`config.mk`:
```
export PLATFORM = sky130hd
export DESIGN_NAME = crs_sideband_ctrl
export DESIGN_NICKNAME = d
export VERILOG_FILES = /design/src/crs_pkg.sv /design/src/crs_sync_if.sv /design/src/crs_sync.sv /design/src/crs_sideband_ctrl.sv
export VERILOG_INCLUDE_DIRS = /design/src
export SDC_FILE = /design/constraint.sdc
export NUM_CORES = 1
export LEC_CHECK = 0
export BUFFER_PORTS_ARGS = -buffer_cell sky130_fd_sc_hd__buf_2
export CORE_MARGIN = 2
export CORE_UTILIZATION = 51
export DETAILED_ROUTE_END_ITERATION = 12
export HOLD_SLACK_MARGIN = 0.12
export PLACE_DENSITY = 0.81
export SETUP_SLACK_MARGIN = 0.1
export SLEW_MARGIN = 20
export SYNTH_ARGS = -nofsm -noshare
export SYNTH_HDL_FRONTEND = slang
export SYNTH_SLANG_ARGS = --single-unit
```
`constraint.sdc`:
```
create_clock -name ref_clk_i -period 2.3 [get_ports ref_clk_i]
set_input_delay 0 -clock ref_clk_i [delete_from_list [all_inputs] [get_ports ref_clk_i]]
set_output_delay 0 -clock ref_clk_i [all_outputs]
set_load 0.02 [all_outputs]
```
`src/crs_consts.svh`:
```
/*
  constants for the processor sideband control block: register offsets,
  field positions, reset values and timing figures.
  assumes: included by bare name after the package.
*/
`ifndef CRS_CONSTS_SVH
`define CRS_CONSTS_SVH

// ----------------------------------------------------------------------
// clock and timing
// ----------------------------------------------------------------------
`define CRS_CLK_KHZ        10000
`define CRS_POR_MIN_MS     1
`define CRS_RST_MAX_MS     10
`define CRS_SELFTEST_CYC   16
`define CRS_ECHO_GUARD     3

// ----------------------------------------------------------------------
// widths
// ----------------------------------------------------------------------
`define CRS_ADDR_W         8
`define CRS_DATA_W         32
`define CRS_CFG_W          8
`define CRS_CNT_W          17
`define CRS_EVT_W          8

// ----------------------------------------------------------------------
// register byte offsets
// ----------------------------------------------------------------------
`define CRS_REG_CTRL       8'h00
`define CRS_REG_STATUS     8'h04
`define CRS_REG_MASK       8'h08
`define CRS_REG_CONFIG     8'h0C
`define CRS_REG_STATE      8'h10

// ----------------------------------------------------------------------
// control fields and reset value
// ----------------------------------------------------------------------
`define CRS_CTRL_TCC_EN    0
`define CRS_CTRL_RESUME    1
`define CRS_CTRL_RST       1'h1

// ----------------------------------------------------------------------
// status and mask fields
// ----------------------------------------------------------------------
`define CRS_EV_HOT         0
`define CRS_EV_EXT_HOT     1
`define CRS_EV_MGMT        2
`define CRS_EV_RESET       3
`define CRS_EV_SELFTEST    4
`define CRS_EV_HIZ         5
`define CRS_EV_RST_LONG    6
`define CRS_EV_POR_SHORT   7
`define CRS_MASK_RST       8'h00

`endif

```
`src/crs_pkg.sv`:
```
/*
  types for the processor sideband control block.
  assumes: nothing beyond a SystemVerilog compiler.
*/
`default_nettype none

package crs_pkg;

  // ----------------------------------------------------------------------
  // sequencer states, gray along the power-up path through self test
  // ----------------------------------------------------------------------
  typedef enum logic [2:0] {
    CRS_OFF      = 3'h0,
    CRS_RESET    = 3'h1,
    CRS_CAPTURE  = 3'h3,
    CRS_SELFTEST = 3'h2,
    CRS_RUN      = 3'h6,
    CRS_MGMT_ACK = 3'h7,
    CRS_MGMT     = 3'h5,
    CRS_HIZ      = 3'h4
  } crs_state_t;

endpackage

`default_nettype wire

```
`src/crs_sync_if.sv`:
```
/*
  interface carrying the raw and synchronised sideband inputs.
  assumes: one clock domain, ref_clk_i.
*/
`timescale 1ns/1ps
`default_nettype none

interface crs_sync_if;
  logic thermal_raw_n;
  logic mgmt_raw_n;
  logic thermal_sync_n;
  logic mgmt_sync_n;

  modport sync (
    input  thermal_raw_n,
    input  mgmt_raw_n,
    output thermal_sync_n,
    output mgmt_sync_n
  );

  modport user (
    output thermal_raw_n,
    output mgmt_raw_n,
    input  thermal_sync_n,
    input  mgmt_sync_n
  );
endinterface

`default_nettype wire

```
`src/crs_sync.sv`:
```
/*
  two-stage synchronisers for the asynchronous sideband inputs.
  assumes: inputs idle high; synchronous active-high reset.
*/
`timescale 1ns/1ps
`default_nettype none

module crs_sync
  import crs_pkg::*;
(
  input  wire logic   ref_clk_i,
  input  wire logic   reset_i,
  crs_sync_if.sync    sig
);

  logic [1:0] meta_q;
  logic [1:0] stab_q;

  // ----------------------------------------------------------------------
  // first stage feeds only the second
  // ----------------------------------------------------------------------
  always_ff @(posedge ref_clk_i) begin
    if (reset_i) begin
      meta_q <= 2'h3;
      stab_q <= 2'h3;
    end else begin
      meta_q <= {sig.mgmt_raw_n, sig.thermal_raw_n};
      stab_q <= meta_q;
    end
  end

  assign sig.thermal_sync_n = stab_q[0];
  assign sig.mgmt_sync_n    = stab_q[1];

endmodule

`default_nettype wire

```
`src/crs_sideband_ctrl.sv`:
```
/*
  processor sideband control: power-good qualification, reset sequence
  with configuration capture, management-mode entry, thermal alarm pin.
  assumes: one clock ref_clk_i at 10 MHz; register master per plain port;
  thermal alarm pin is open drain, resolved outside.
*/
// Our own choices: the plain strobed port and the register offsets.
// Summary of operation
// - drive thermal alarm when sensor reaches maximum
// - external thermal alarm activates enabled control circuit
// - control circuit stays active until alarm released
// - reset returns known state, caches dropped unwritten
// - bus outputs released within two clocks of reset
// - capture configuration at reset release
// - accepted management interrupt saves state, enters mode
// - acknowledge transaction first, then run handler
// - management interrupt at reset release tristates outputs
// - warm start at reset release runs self test
`timescale 1ns/1ps
`default_nettype none
`include "crs_consts.svh"

module crs_sideband_ctrl
  import crs_pkg::*;
#(
  parameter int POR_MIN_CYC = `CRS_POR_MIN_MS * `CRS_CLK_KHZ,
  parameter int RST_MAX_CYC = `CRS_RST_MAX_MS * `CRS_CLK_KHZ
) (
  input  wire logic                    ref_clk_i,
  input  wire logic                    reset_i,
  input  wire logic                    power_stable_i,
  input  wire logic                    bus_reset_n_i,
  input  wire logic                    warm_start_n_i,
  input  wire logic [`CRS_CFG_W-1:0]   cfg_bus_i,
  input  wire logic                    temp_at_max_i,
  input  wire logic                    thermal_alarm_n_i,
  output logic                         thermal_alarm_n_o,
  output logic                         thermal_alarm_n_oe_o,
  input  wire logic                    mgmt_interrupt_n_i,
  input  wire logic                    mgmt_ack_done_i,
  output logic                         tcc_active_o,
  output logic                         cache_invalidate_o,
  output logic                         core_reset_o,
  output logic                         bus_oe_o,
  output logic                         outputs_hiz_o,
  output logic [`CRS_CFG_W-1:0]        cfg_options_o,
  output logic                         self_test_run_o,
  output logic                         state_save_o,
  output logic                         mgmt_ack_req_o,
  output logic                         management_mode_o,
  output logic                         handler_run_o,
  input  wire logic [`CRS_ADDR_W-1:0]  reg_addr_i,
  input  wire logic [`CRS_DATA_W-1:0]  reg_wdata_i,
  input  wire logic                    reg_we_i,
  input  wire logic                    reg_re_i,
  output logic [`CRS_DATA_W-1:0]       reg_rdata_o,
  output logic                         irq_o
);

  // ----------------------------------------------------------------------
  // helpers
  // ----------------------------------------------------------------------
  function automatic logic fell(input logic prev, input logic now);
    return prev & ~now;
  endfunction

  function automatic logic hit(input logic [`CRS_ADDR_W-1:0] a,
                               input logic [`CRS_ADDR_W-1:0] off);
    return a == off;
  endfunction

  // ----------------------------------------------------------------------
  // input synchronisers
  // ----------------------------------------------------------------------
  crs_sync_if sync_bus ();

  assign sync_bus.thermal_raw_n = thermal_alarm_n_i;
  assign sync_bus.mgmt_raw_n    = mgmt_interrupt_n_i;

  crs_sync u_sync (
    .ref_clk_i (ref_clk_i),
    .reset_i   (reset_i),
    .sig       (sync_bus.sync)
  );

  // ----------------------------------------------------------------------
  // declarations
  // ----------------------------------------------------------------------
  crs_state_t               state_q;
  crs_state_t               state_d;
  logic                     tcc_en_q;
  logic [`CRS_EVT_W-1:0]    status_q;
  logic [`CRS_EVT_W-1:0]    status_d;
  logic [`CRS_EVT_W-1:0]    mask_q;
  logic [`CRS_EVT_W-1:0]    evt_set;
  logic [`CRS_CFG_W-1:0]    cfg_q;
  logic [`CRS_DATA_W-1:0]   rdata_q;
  logic [`CRS_DATA_W-1:0]   rdata_d;
  logic [`CRS_CNT_W-1:0]    rst_cnt_q;
  logic [4:0]               st_cnt_q;
  logic [`CRS_ECHO_GUARD-1:0] drive_hist_q;
  logic                     drive_q;
  logic                     ext_hot_q;
  logic                     hot_q;
  logic                     mgmt_prev_q;
  logic                     rst_prev_q;
  logic                     por_pend_q;
  logic                     long_flag_q;
  logic                     bus_oe_q;
  logic                     inval_q;
  logic                     save_q;

  wire rst_active    = ~bus_reset_n_i | ~power_stable_i;
  wire rst_release   = rst_prev_q & ~rst_active;
  wire mgmt_accept   = fell(mgmt_prev_q, sync_bus.mgmt_sync_n);
  wire mgmt_at_rel   = ~sync_bus.mgmt_sync_n;
  wire ext_hot       = ~sync_bus.thermal_sync_n & ~drive_q
                       & ~(|drive_hist_q);
  wire st_done       = st_cnt_q == 5'(`CRS_SELFTEST_CYC - 1);
  wire cnt_full      = rst_cnt_q == {`CRS_CNT_W{1'b1}};

  wire wr_ctrl       = reg_we_i & hit(reg_addr_i, `CRS_REG_CTRL);
  wire wr_status     = reg_we_i & hit(reg_addr_i, `CRS_REG_STATUS);
  wire wr_mask       = reg_we_i & hit(reg_addr_i, `CRS_REG_MASK);
  wire resume        = wr_ctrl & reg_wdata_i[`CRS_CTRL_RESUME];

  // ----------------------------------------------------------------------
  // thermal alarm pin and control circuit
  // ----------------------------------------------------------------------
  // pin driven low by the sensor; echoes of our own drive are masked
  assign thermal_alarm_n_o    = 1'b0;
  assign thermal_alarm_n_oe_o = drive_q;
  assign tcc_active_o         = tcc_en_q & (hot_q | ext_hot_q);

  always_ff @(posedge ref_clk_i) begin
    if (reset_i) begin
      drive_q      <= 1'b0;
      drive_hist_q <= '0;
      hot_q        <= 1'b0;
      ext_hot_q    <= 1'b0;
    end else begin
      drive_q      <= temp_at_max_i & (state_q != CRS_HIZ);
      drive_hist_q <= {drive_hist_q[`CRS_ECHO_GUARD-2:0], drive_q};
      hot_q        <= temp_at_max_i;
      ext_hot_q    <= ext_hot;
    end
  end

  // ----------------------------------------------------------------------
  // reset sequencer
  // ----------------------------------------------------------------------
  always_comb begin
    state_d = state_q;
    unique case (state_q)
      CRS_OFF: begin
        if (power_stable_i) begin
          state_d = CRS_RESET;
        end
      end
      CRS_RESET: begin
        if (rst_release) begin
          state_d = CRS_CAPTURE;
        end
      end
      CRS_CAPTURE: begin
        if (mgmt_at_rel) begin
          state_d = CRS_HIZ;
        end else if (~warm_start_n_i) begin
          state_d = CRS_SELFTEST;
        end else begin
          state_d = CRS_RUN;
        end
      end
      CRS_SELFTEST: begin
        if (st_done) begin
          state_d = CRS_RUN;
        end
      end
      CRS_RUN: begin
        if (mgmt_accept) begin
          state_d = CRS_MGMT_ACK;
        end
      end
      CRS_MGMT_ACK: begin
        if (mgmt_ack_done_i) begin
          state_d = CRS_MGMT;
        end
      end
      CRS_MGMT: begin
        if (resume) begin
          state_d = CRS_RUN;
        end
      end
      CRS_HIZ: begin
        state_d = CRS_HIZ;
      end
    endcase
    if (~power_stable_i) begin
      state_d = CRS_OFF;
    end else if (rst_active && state_q != CRS_OFF) begin
      state_d = CRS_RESET;
    end
  end

  always_ff @(posedge ref_clk_i) begin
    if (reset_i) begin
      state_q <= CRS_OFF;
    end else begin
      state_q <= state_d;
    end
  end

  always_ff @(posedge ref_clk_i) begin
    if (reset_i) begin
      st_cnt_q <= '0;
    end else if (state_q == CRS_SELFTEST) begin
      st_cnt_q <= st_cnt_q + 5'h01;
    end else begin
      st_cnt_q <= '0;
    end
  end

  // ----------------------------------------------------------------------
  // reset edges, configuration capture, bus release
  // ----------------------------------------------------------------------
  always_ff @(posedge ref_clk_i) begin
    if (reset_i) begin
      rst_prev_q  <= 1'b0;
      mgmt_prev_q <= 1'b1;
      cfg_q       <= '0;
      bus_oe_q    <= 1'b0;
      inval_q     <= 1'b0;
      save_q      <= 1'b0;
    end else begin
      rst_prev_q  <= rst_active;
      mgmt_prev_q <= sync_bus.mgmt_sync_n;
      if (rst_release) begin
        cfg_q <= cfg_bus_i;
      end
      bus_oe_q    <= ~rst_active & (state_d != CRS_HIZ)
                     & (state_q != CRS_HIZ);
      inval_q     <= rst_active & ~rst_prev_q;
      save_q      <= (state_q == CRS_RUN) & mgmt_accept;
    end
  end

  assign core_reset_o       = state_q == CRS_OFF || state_q == CRS_RESET;
  assign cache_invalidate_o = inval_q;
  assign bus_oe_o           = bus_oe_q;
  assign outputs_hiz_o      = state_q == CRS_HIZ;
  assign cfg_options_o      = cfg_q;
  assign self_test_run_o    = state_q == CRS_SELFTEST;
  assign state_save_o       = save_q;
  assign mgmt_ack_req_o     = state_q == CRS_MGMT_ACK;
  assign management_mode_o  = state_q == CRS_MGMT_ACK
                              || state_q == CRS_MGMT;
  assign handler_run_o      = state_q == CRS_MGMT;

  // ----------------------------------------------------------------------
  // reset length monitor
  // ----------------------------------------------------------------------
  always_ff @(posedge ref_clk_i) begin
    if (reset_i) begin
      rst_cnt_q   <= '0;
      por_pend_q  <= 1'b0;
      long_flag_q <= 1'b0;
    end else begin
      if (~power_stable_i) begin
        rst_cnt_q  <= '0;
        por_pend_q <= 1'b1;
      end else if (~bus_reset_n_i) begin
        if (!cnt_full) begin
          rst_cnt_q <= rst_cnt_q + 17'h00001;
        end
      end else begin
        rst_cnt_q  <= '0;
        por_pend_q <= 1'b0;
      end
      long_flag_q <= ~bus_reset_n_i & power_stable_i
                     & (rst_cnt_q == `CRS_CNT_W'(RST_MAX_CYC));
    end
  end

  // ----------------------------------------------------------------------
  // events
  // ----------------------------------------------------------------------
  always_comb begin
    evt_set                     = '0;
    evt_set[`CRS_EV_HOT]        = temp_at_max_i & ~hot_q;
    evt_set[`CRS_EV_EXT_HOT]    = ext_hot & ~ext_hot_q;
    evt_set[`CRS_EV_MGMT]       = save_q;
    evt_set[`CRS_EV_RESET]      = inval_q;
    evt_set[`CRS_EV_SELFTEST]   = (state_q == CRS_SELFTEST) & st_done;
    evt_set[`CRS_EV_HIZ]        = (state_q == CRS_CAPTURE) & mgmt_at_rel;
    evt_set[`CRS_EV_RST_LONG]   = long_flag_q;
    evt_set[`CRS_EV_POR_SHORT]  = rst_release & por_pend_q & power_stable_i
                                  & (rst_cnt_q < `CRS_CNT_W'(POR_MIN_CYC));
  end

  // set wins over a same-cycle write-one clear
  assign status_d = (status_q
                     & ~(wr_status ? reg_wdata_i[`CRS_EVT_W-1:0] : '0))
                    | evt_set;

  // ----------------------------------------------------------------------
  // registers
  // ----------------------------------------------------------------------
  always_ff @(posedge ref_clk_i) begin
    if (reset_i) begin
      tcc_en_q <= `CRS_CTRL_RST;
      status_q <= '0;
      mask_q   <= `CRS_MASK_RST;
      rdata_q  <= '0;
    end else begin
      if (wr_ctrl) begin
        tcc_en_q <= reg_wdata_i[`CRS_CTRL_TCC_EN];
      end
      if (wr_mask) begin
        mask_q <= reg_wdata_i[`CRS_EVT_W-1:0];
      end
      status_q <= status_d;
      rdata_q  <= rdata_d;
    end
  end

  always_comb begin
    rdata_d = '0;
    if (reg_re_i) begin
      unique case (reg_addr_i)
        `CRS_REG_CTRL:   rdata_d[`CRS_CTRL_TCC_EN] = tcc_en_q;
        `CRS_REG_STATUS: rdata_d[`CRS_EVT_W-1:0] = status_q;
        `CRS_REG_MASK:   rdata_d[`CRS_EVT_W-1:0] = mask_q;
        `CRS_REG_CONFIG: rdata_d[`CRS_CFG_W-1:0] = cfg_q;
        `CRS_REG_STATE:  rdata_d[7:0] = {tcc_active_o, ext_hot_q,
                                         power_stable_i, rst_active,
                                         1'b0, state_q};
        default:         rdata_d = '0;
      endcase
    end
  end

  assign reg_rdata_o = rdata_q;
  assign irq_o       = |(status_q & mask_q);

endmodule

`default_nettype wire

```
==> results.txt, run 1 <==
status = completed
Worst Setup Path Type = reg -> reg
required time reported for the critical path endpoint = 2.55 ns
total number of placement rows = 29
number of port buffers = 62
area of the mapped netlist = 3440 sq um
largest net degree at the start of global routing = 36
unrepaired setup endpoints after global routing = false
number of optimization iterations in the first detailed-route pass = 4
number of violations reported at the end of detailed-routing iteration 0 = 161
CTS tree = built
die extent in y = 86.2 microns
routability-driven placement congestion ratio = 0.842
Synth Area per Inst = 8.81 sq um
Layout Area Growth over Synthesis = 22.3%
Final Skew = 0.00915 ns
core area = 6420 sq um
DRC violations left = 0
final count of pins violating max slew = 0
setup violation total in the final timing report = 0
I/O pins = 112
sequential share of the synthesized area = 43.6%
via density per instance = 5.33
worst slack after detailed placement = 0.283 ns
Min-Delay Path Class = in -> reg
number of filler instances in the final layout = 550
worst-path maximum fanout = 5
number of antenna violations at the first check in global routing = 0
Async SR Flop Fraction = 0%
CTS H-tree depth = 3
global-route wire length before repair = 13.1 mm
most common library cell in the layout ignoring fill and taps = sky130_fd_sc_hd__dfxtp_1
root cell of the clock tree = sky130_fd_sc_hd__clkbuf_8
leading cell types in the layout, fill and taps excluded = sky130_fd_sc_hd__dfxtp_1 (75), sky130_fd_sc_hd__buf_2 (62), sky130_fd_sc_hd__nor2_1 (49)
Min Clock Period, post-route = 2.06 ns
post-detailed-route wirelength per cell = 14.2 microns
total overflow reported by the global router = 0
register bit count reported by yosys = 75
effective utilization at floorplan = 53.6%
maximum vdd drop = 0.261 mV
post-layout worst setup margin = 0.242 ns
aggregate routed wire length = 7.95 mm
Bufs on Longest Clock Path = 2
clock-pin slew reported for the worst setup and hold paths after clock tree synthesis = 0.07 ns
share of cells above drive strength 1 = 19.9%
prevailing post-synth register cell = sky130_fd_sc_hd__dfxtp_1
library cells used by synthesis = 52
kind of start point of the critical path = register
number of enable flip-flop cells after synthesis = 0
area of the multi-input gates = 1750 sq um
critical path arrival = 2.31 ns
width of the die = 86.2 microns
Power Density = 617 nW/um^2
number of buffers inserted during clock tree synthesis = 9
leakage power = 1.74 nW
post-DP HPWL = 5.58 mm
reported max-cap violation count = 0
global router's overall resource usage = 22.5%
count of inserted antenna diode cells = 0
period utilisation layout = 89.5%
number of hold violations in the final report = 0
overall via count from detail_route = 2982
clk sinks = 75
cell count after synthesis = 391
Worst slew margin = 55.3%
kind of end point of the critical path = register
clock latency of the later-clocked register in the worst-skew pair = 0.34 ns
flip-flop and latch area = 1500 sq um
number of warnings issued by yosys = 0
via count of the first global-routing pass = 2897
die area = 7420 sq um
transition time at the pin with the least slew margin = 0.670 ns
net count of the finished layout = 541
Detail Route Antenna Nets = 0
achievable frequency = 486 MHz
TNS Setup = 0 ns
[cell usage after synthesis (5+ instances only)]
master / count / area (sq um)
sky130_fd_sc_hd__buf_4: 25 / 188
sky130_fd_sc_hd__nand2b_1: 5 / 31.3
sky130_fd_sc_hd__dfxtp_1: 75 / 1500
sky130_fd_sc_hd__xor2_1: 5 / 43.8
sky130_fd_sc_hd__nor2b_1: 13 / 81.3
sky130_fd_sc_hd__xnor2_1: 11 / 96.3
sky130_fd_sc_hd__nand3_1: 9 / 45.0
sky130_fd_sc_hd__nor3_1: 9 / 45.0
sky130_fd_sc_hd__mux2i_1: 17 / 170
sky130_fd_sc_hd__or2_2: 5 / 31.3
sky130_fd_sc_hd__a21oi_1: 17 / 85.1
sky130_fd_sc_hd__nand2_1: 35 / 131
sky130_fd_sc_hd__nor2_1: 49 / 184
sky130_fd_sc_hd__nand4_1: 6 / 37.5
sky130_fd_sc_hd__ha_1: 5 / 62.6
sky130_fd_sc_hd__a22oi_1: 10 / 75.1
sky130_fd_sc_hd__nor4_1: 10 / 62.6
sky130_fd_sc_hd__inv_1: 16 / 60.1
sky130_fd_sc_hd__clkbuf_1: 12 / 45.0
[final timing paths]
path / start / end / slack [ns] / depth (start not counted)
setup reg to reg: rst_cnt_q[0]$_SDFFE_PP0P_ / rst_cnt_q[7]$_SDFFE_PP0P_ / 0.24 / 8
setup / recovery: rst_cnt_q[0]$_SDFFE_PP0P_ / rst_cnt_q[7]$_SDFFE_PP0P_ / 0.24 / 8
hold / removal: reg_we_i / status_q[7]$_SDFF_PP0_ / 0.14 / 5
hold reg to reg: u_sync.meta_q[1]$_SDFF_PP1_ / u_sync.stab_q[1]$_SDFF_PP1_ / 0.41 / 1
[final cells by class]
cell class / instances / share of cell area (%)
Sequential cell: 75 / 35.7
Inverter: 16 / 1.43
Tap cell: 77 / 2.29
Clock buffer: 15 / 4.19
Multi-Input combinational cell: 283 / 41.5
Timing Repair Buffer: 92 / 14.3
Clock inverter: 1 / 0.713
[metal layers]
metal	track usage, %	vias up	wire length (microns)
met2	38.6	97	3870
met3	4.91	7	479
met5	0	-	0
met4	7.79	0	90
met1	27.6	1408	3510
li1	-	1470	-
[cells by family after synthesis]
logic type                 Yosys count  share of synthesized area, %
muxes                               18                          5.27
adders and majority gates            5                          1.82
buffers and inverters               57                          9.05
xor gates and xnor gates            16                          4.07
other                                1                         0.109
and+or+nand+nor                    168                          25.7
AOI/OAI and AO/OA                   51                          10.4
DFF                                 75                          43.6
[worst max-delay path, cell delays in order, from the launching register on]
cell and delay [ns]:
sky130_fd_sc_hd__dfxtp_1 0.34, sky130_fd_sc_hd__ha_1 0.25, sky130_fd_sc_hd__nand3_1 0.12, sky130_fd_sc_hd__nor4_2 0.05, sky130_fd_sc_hd__ha_1 0.21, sky130_fd_sc_hd__nand4b_1 0.31, sky130_fd_sc_hd__buf_4 0.24, sky130_fd_sc_hd__or3_1 0.30
sky130_fd_sc_hd__a21oi_1 0.15
[stage by stage]
| step | instance area, sq um | hold WS (ns) | cells | util [%] | total power (W) |
|---|---|---|---|---|---|
| after floorplan | 3530 | 0.0955 | 415 | - | 0.00152 |
| after global placement | 3710 | 0.182 | 516 | 57.8 | 0.00155 |
| after detailed placement | 3710 | 0.186 | 516 | 57.8 | 0.00155 |
| after CTS | 4180 | 0.139 | 558 | 65.0 | 0.00262 |
| after global routing | 4210 | 0.151 | 559 | 65.6 | 0.00269 |
| final | 4210 | 0.142 | 559 | 65.6 | 0.00260 |
[state kept, by name, indices dropped and copies added (netlist names), 2 cells and up]
name           cells
cfg_options_o      8
status_q           8
u_sync.meta_q      2
state_q            3
st_cnt_q           5
mask_q             8
u_sync.stab_q      2
reg_rdata_o        8
drive_hist_q       3
rst_cnt_q         17
[power breakdown]
part	leakage, nW	switching (W)	total [W]	internal (W)
clock network	0.104	0.000449	0.00104	0.000593
registers	0.609	0.0000179	0.00134	0.00132
logic	1.03	0.000131	0.000220	0.0000890
total	1.74	0.000598	0.00260	0.00200
[timing repair]
action                                  4_1_cts  5_1_grt
endpoints found under the setup margin        0        4
buffers inserted                              0        1
hold buffers                                 26        0
endpoints found under the hold margin        44        0
gates resized for setup                       0        4
Power figures use the tool's default switching activity.
==> inputs of run 2 (changes only) <==
--- a/config.mk
+++ b/config.mk
@@ -7,6 +7,7 @@
 export NUM_CORES = 1
 export LEC_CHECK = 0
 export BUFFER_PORTS_ARGS = -buffer_cell sky130_fd_sc_hd__buf_2
+export CORE_ASPECT_RATIO = 1.5
 export CORE_MARGIN = 2
 export CORE_UTILIZATION = 51
 export DETAILED_ROUTE_END_ITERATION = 12
==> run 2 against run 1 <==
- combinational power hardly changed
- non-clock buffer count is 2 higher
- count of clock-buffer cells in the layout is 6 lower
- die area is 0.19% higher
- critical endpoint is now state_q[1]$_SDFF_PP0_
- worst setup slack better by 0.034 ns
- via count is 2.3% higher
- cell count is 0.18% higher
- largest cell class unchanged
==> results.txt, run 2 (same netlist as run 1, synthesis figures left out) <==
kind of end point of the critical path = register
post-DP HPWL = 5.97 mm (+6.9%)
unrepaired setup endpoints after global routing = false
Worst setup endpoint = state_q[1]$_SDFF_PP0_
width of the die = 71.1 microns (-17%)
maximum vdd drop = 0.269 mV (+2.8%)
global-route wire length before repair = 13.8 mm (+4.8%)
logic depth of the worst register-to-register path = 9 (+1)
via count of the first global-routing pass = 3002 (+3.6%)
Detail Route Antenna Nets = 0 (unchanged)
CTS H-tree depth = 3 (unchanged)
register bank with the most flops = rst_cnt_q
Final Skew = 0.00811 ns (-0.00104 ns)
reported max-cap violation count = 0 (unchanged)
count of inserted antenna diode cells = 0 (unchanged)
DRC violations left = 0 (unchanged)
global router's overall resource usage = 23.5% (+1.0 points)
leading cell types in the layout, fill and taps excluded = sky130_fd_sc_hd__dfxtp_1 (75), sky130_fd_sc_hd__buf_2 (62), sky130_fd_sc_hd__nor2_1 (49)
core area = 6530 sq um (+1.7%)
aggregate routed wire length = 8.39 mm (+5.4%)
number of hold violations in the final report = 0 (unchanged)
clock latency of the later-clocked register in the worst-skew pair = 0.36 ns (+0.02 ns)
Min Clock Period, post-route = 2.02 ns (-0.0342 ns)
via density per instance = 5.45 (+2.2%)
largest net degree at the start of global routing = 36 (unchanged)
die extent in y = 105 microns (+21%)
achievable frequency = 494 MHz (+1.7%)
TNS Setup = 0 ns (unchanged)
routability-driven placement congestion ratio = 0.928 (+10%)
Worst slew margin = 54.1% (-1.2 points)
post-layout worst setup margin = 0.276 ns (+0.0342 ns)
first element of the critical path = reg_addr_i[2]
number of port buffers = 62 (unchanged)
kind of start point of the critical path = primary input
status = completed
worst-case register-to-register setup slack = 0.30 ns (+0.06 ns)
share of cells above drive strength 1 = 19.6% (-0.29 points)
number of optimization iterations in the first detailed-route pass = 4 (unchanged)
clk sinks = 75 (unchanged)
setup violation total in the final timing report = 0 (unchanged)
reg-to-reg critical path startpoint = rst_cnt_q[0]$_SDFFE_PP0P_
critical path arrival = 2.32 ns (about the same)
root cell of the clock tree = sky130_fd_sc_hd__clkbuf_8
most common library cell in the layout ignoring fill and taps = sky130_fd_sc_hd__dfxtp_1
Power Density = 612 nW/um^2 (-0.80%)
net count of the finished layout = 543 (+0.37%)
transition time at the pin with the least slew margin = 0.688 ns (+0.0174 ns)
number of buffers inserted during clock tree synthesis = 9 (unchanged)
required time reported for the critical path endpoint = 2.59 ns (+0.04 ns)
Min-Delay Path Class = in -> reg
leakage power = 1.75 nW (+0.55%)
worst-path maximum fanout = 10 (+5)
number of violations reported at the end of detailed-routing iteration 0 = 169 (+5.0%)
final count of pins violating max slew = 0 (unchanged)
period utilisation layout = 88.0% (-1.5 points)
Bufs on Longest Clock Path = 2 (unchanged)
Worst Setup Path Type = in -> reg
number of antenna violations at the first check in global routing = 0 (unchanged)
I/O pins = 112 (unchanged)
end of the worst register-to-register path = rst_cnt_q[13]$_SDFFE_PP0P_
Layout Area Growth over Synthesis = 21.9%
CTS tree = built
count of non-filler cells in the finished layout = 560 (+0.18%)
effective utilization at floorplan = 52.7% (-0.89 points)
total overflow reported by the global router = 0 (unchanged)
die area = 7440 sq um (+0.19%)
clock-pin slew reported for the worst setup and hold paths after clock tree synthesis = 0.08 ns (about the same)
number of flip-flops under the largest register name = 17 (unchanged)
post-detailed-route wirelength per cell = 15.0 microns (+5.3%)
worst slack after detailed placement = 0.161 ns (-0.123 ns)
overall via count from detail_route = 3052 (+2.3%)
final cell utilization of the core = 64.3% (-1.3 points)
total number of placement rows = 36 (+24%)
Placed Cells incl. Taps = 515 (-0.19%)
==> run 2: changes by cell type in the layout (fill, tap and decap cells not counted), sizes merged <==
cell,before,now
inv,16,17
clkinv,0,4
clkbuf,15,9
clkinvlp,0,1
dlygate4sd3,26,28
==> run 2: worst min path at each step <==
stage	cells after the start	slack, ns	endpoint	start
global placement	2	0.18	u_sync.meta_q[0]$_SDFF_PP1_	thermal_alarm_n_i
detailed placement	2	0.19	u_sync.meta_q[1]$_SDFF_PP1_	mgmt_interrupt_n_i
CTS	2	0.13	mask_q[3]$_SDFFE_PP0P_	reset_i
floorplan	1	0.1	por_pend_q$_SDFFE_PP0N_	power_stable_i
finish	2	0.13	mask_q[2]$_SDFFE_PP0P_	reset_i
global route	4	0.16	reg_rdata_o[1]$_SDFF_PP0_	reg_addr_i[5]
==> run 2: power by group <==
part	internal (W)	leakage (nW)	switching, W
Clock	0.000508	0.0998	0.000504
Sequential	0.00132	0.609	0.0000181
Combinational	0.0000891	1.04	0.000133
==> run 2: cell type report <==
type | instances | area, sq um
clock buffers | 9 | 124
clock inverters | 7 | 77.6
fillers | 517 | 2330
inverters | 16 | 60.1
multi-input cells | 283 | 1720
flip-flops and latches | 75 | 1500
well taps | 76 | 95.1
repair buffers | 94 | 621
==> run 2: through the flow <==
stage          hold WS [ns]  power (W)  cell area, sq um
3_5_place_dp          0.188    0.00155              3710
6_report              0.134    0.00257              4200
3_3_place_gp          0.183    0.00155              3710
2_1_floorplan        0.0955    0.00152              3530
5_1_grt               0.159    0.00267              4200
4_1_cts               0.126    0.00258              4190
==> run 2: timing repair <==
action | CTS | global route
hold endpoints to repair | 44 | 0
endpoints found under the setup margin | 0 | 6
buffers inserted | 0 | 1
resized for setup | 0 | 0
hold buffers | 28 | 0
==> run 2: routing by layer <==
layer	track usage, %	wire length (microns)
met1	23.0	3060
met4	10.9	200
met3	6.46	492
met5	0	0
met2	44.1	4630
==> run 2: worst max-delay path: stages <==
cell,delay [ns]
sky130_fd_sc_hd__dlygate4sd3_1,0.53
sky130_fd_sc_hd__buf_2,0.19
sky130_fd_sc_hd__nor4_2,0.42
sky130_fd_sc_hd__and4b_1,0.35
sky130_fd_sc_hd__nand3_1,0.10
sky130_fd_sc_hd__a21oi_1,0.16
sky130_fd_sc_hd__dlygate4sd3_1,0.57
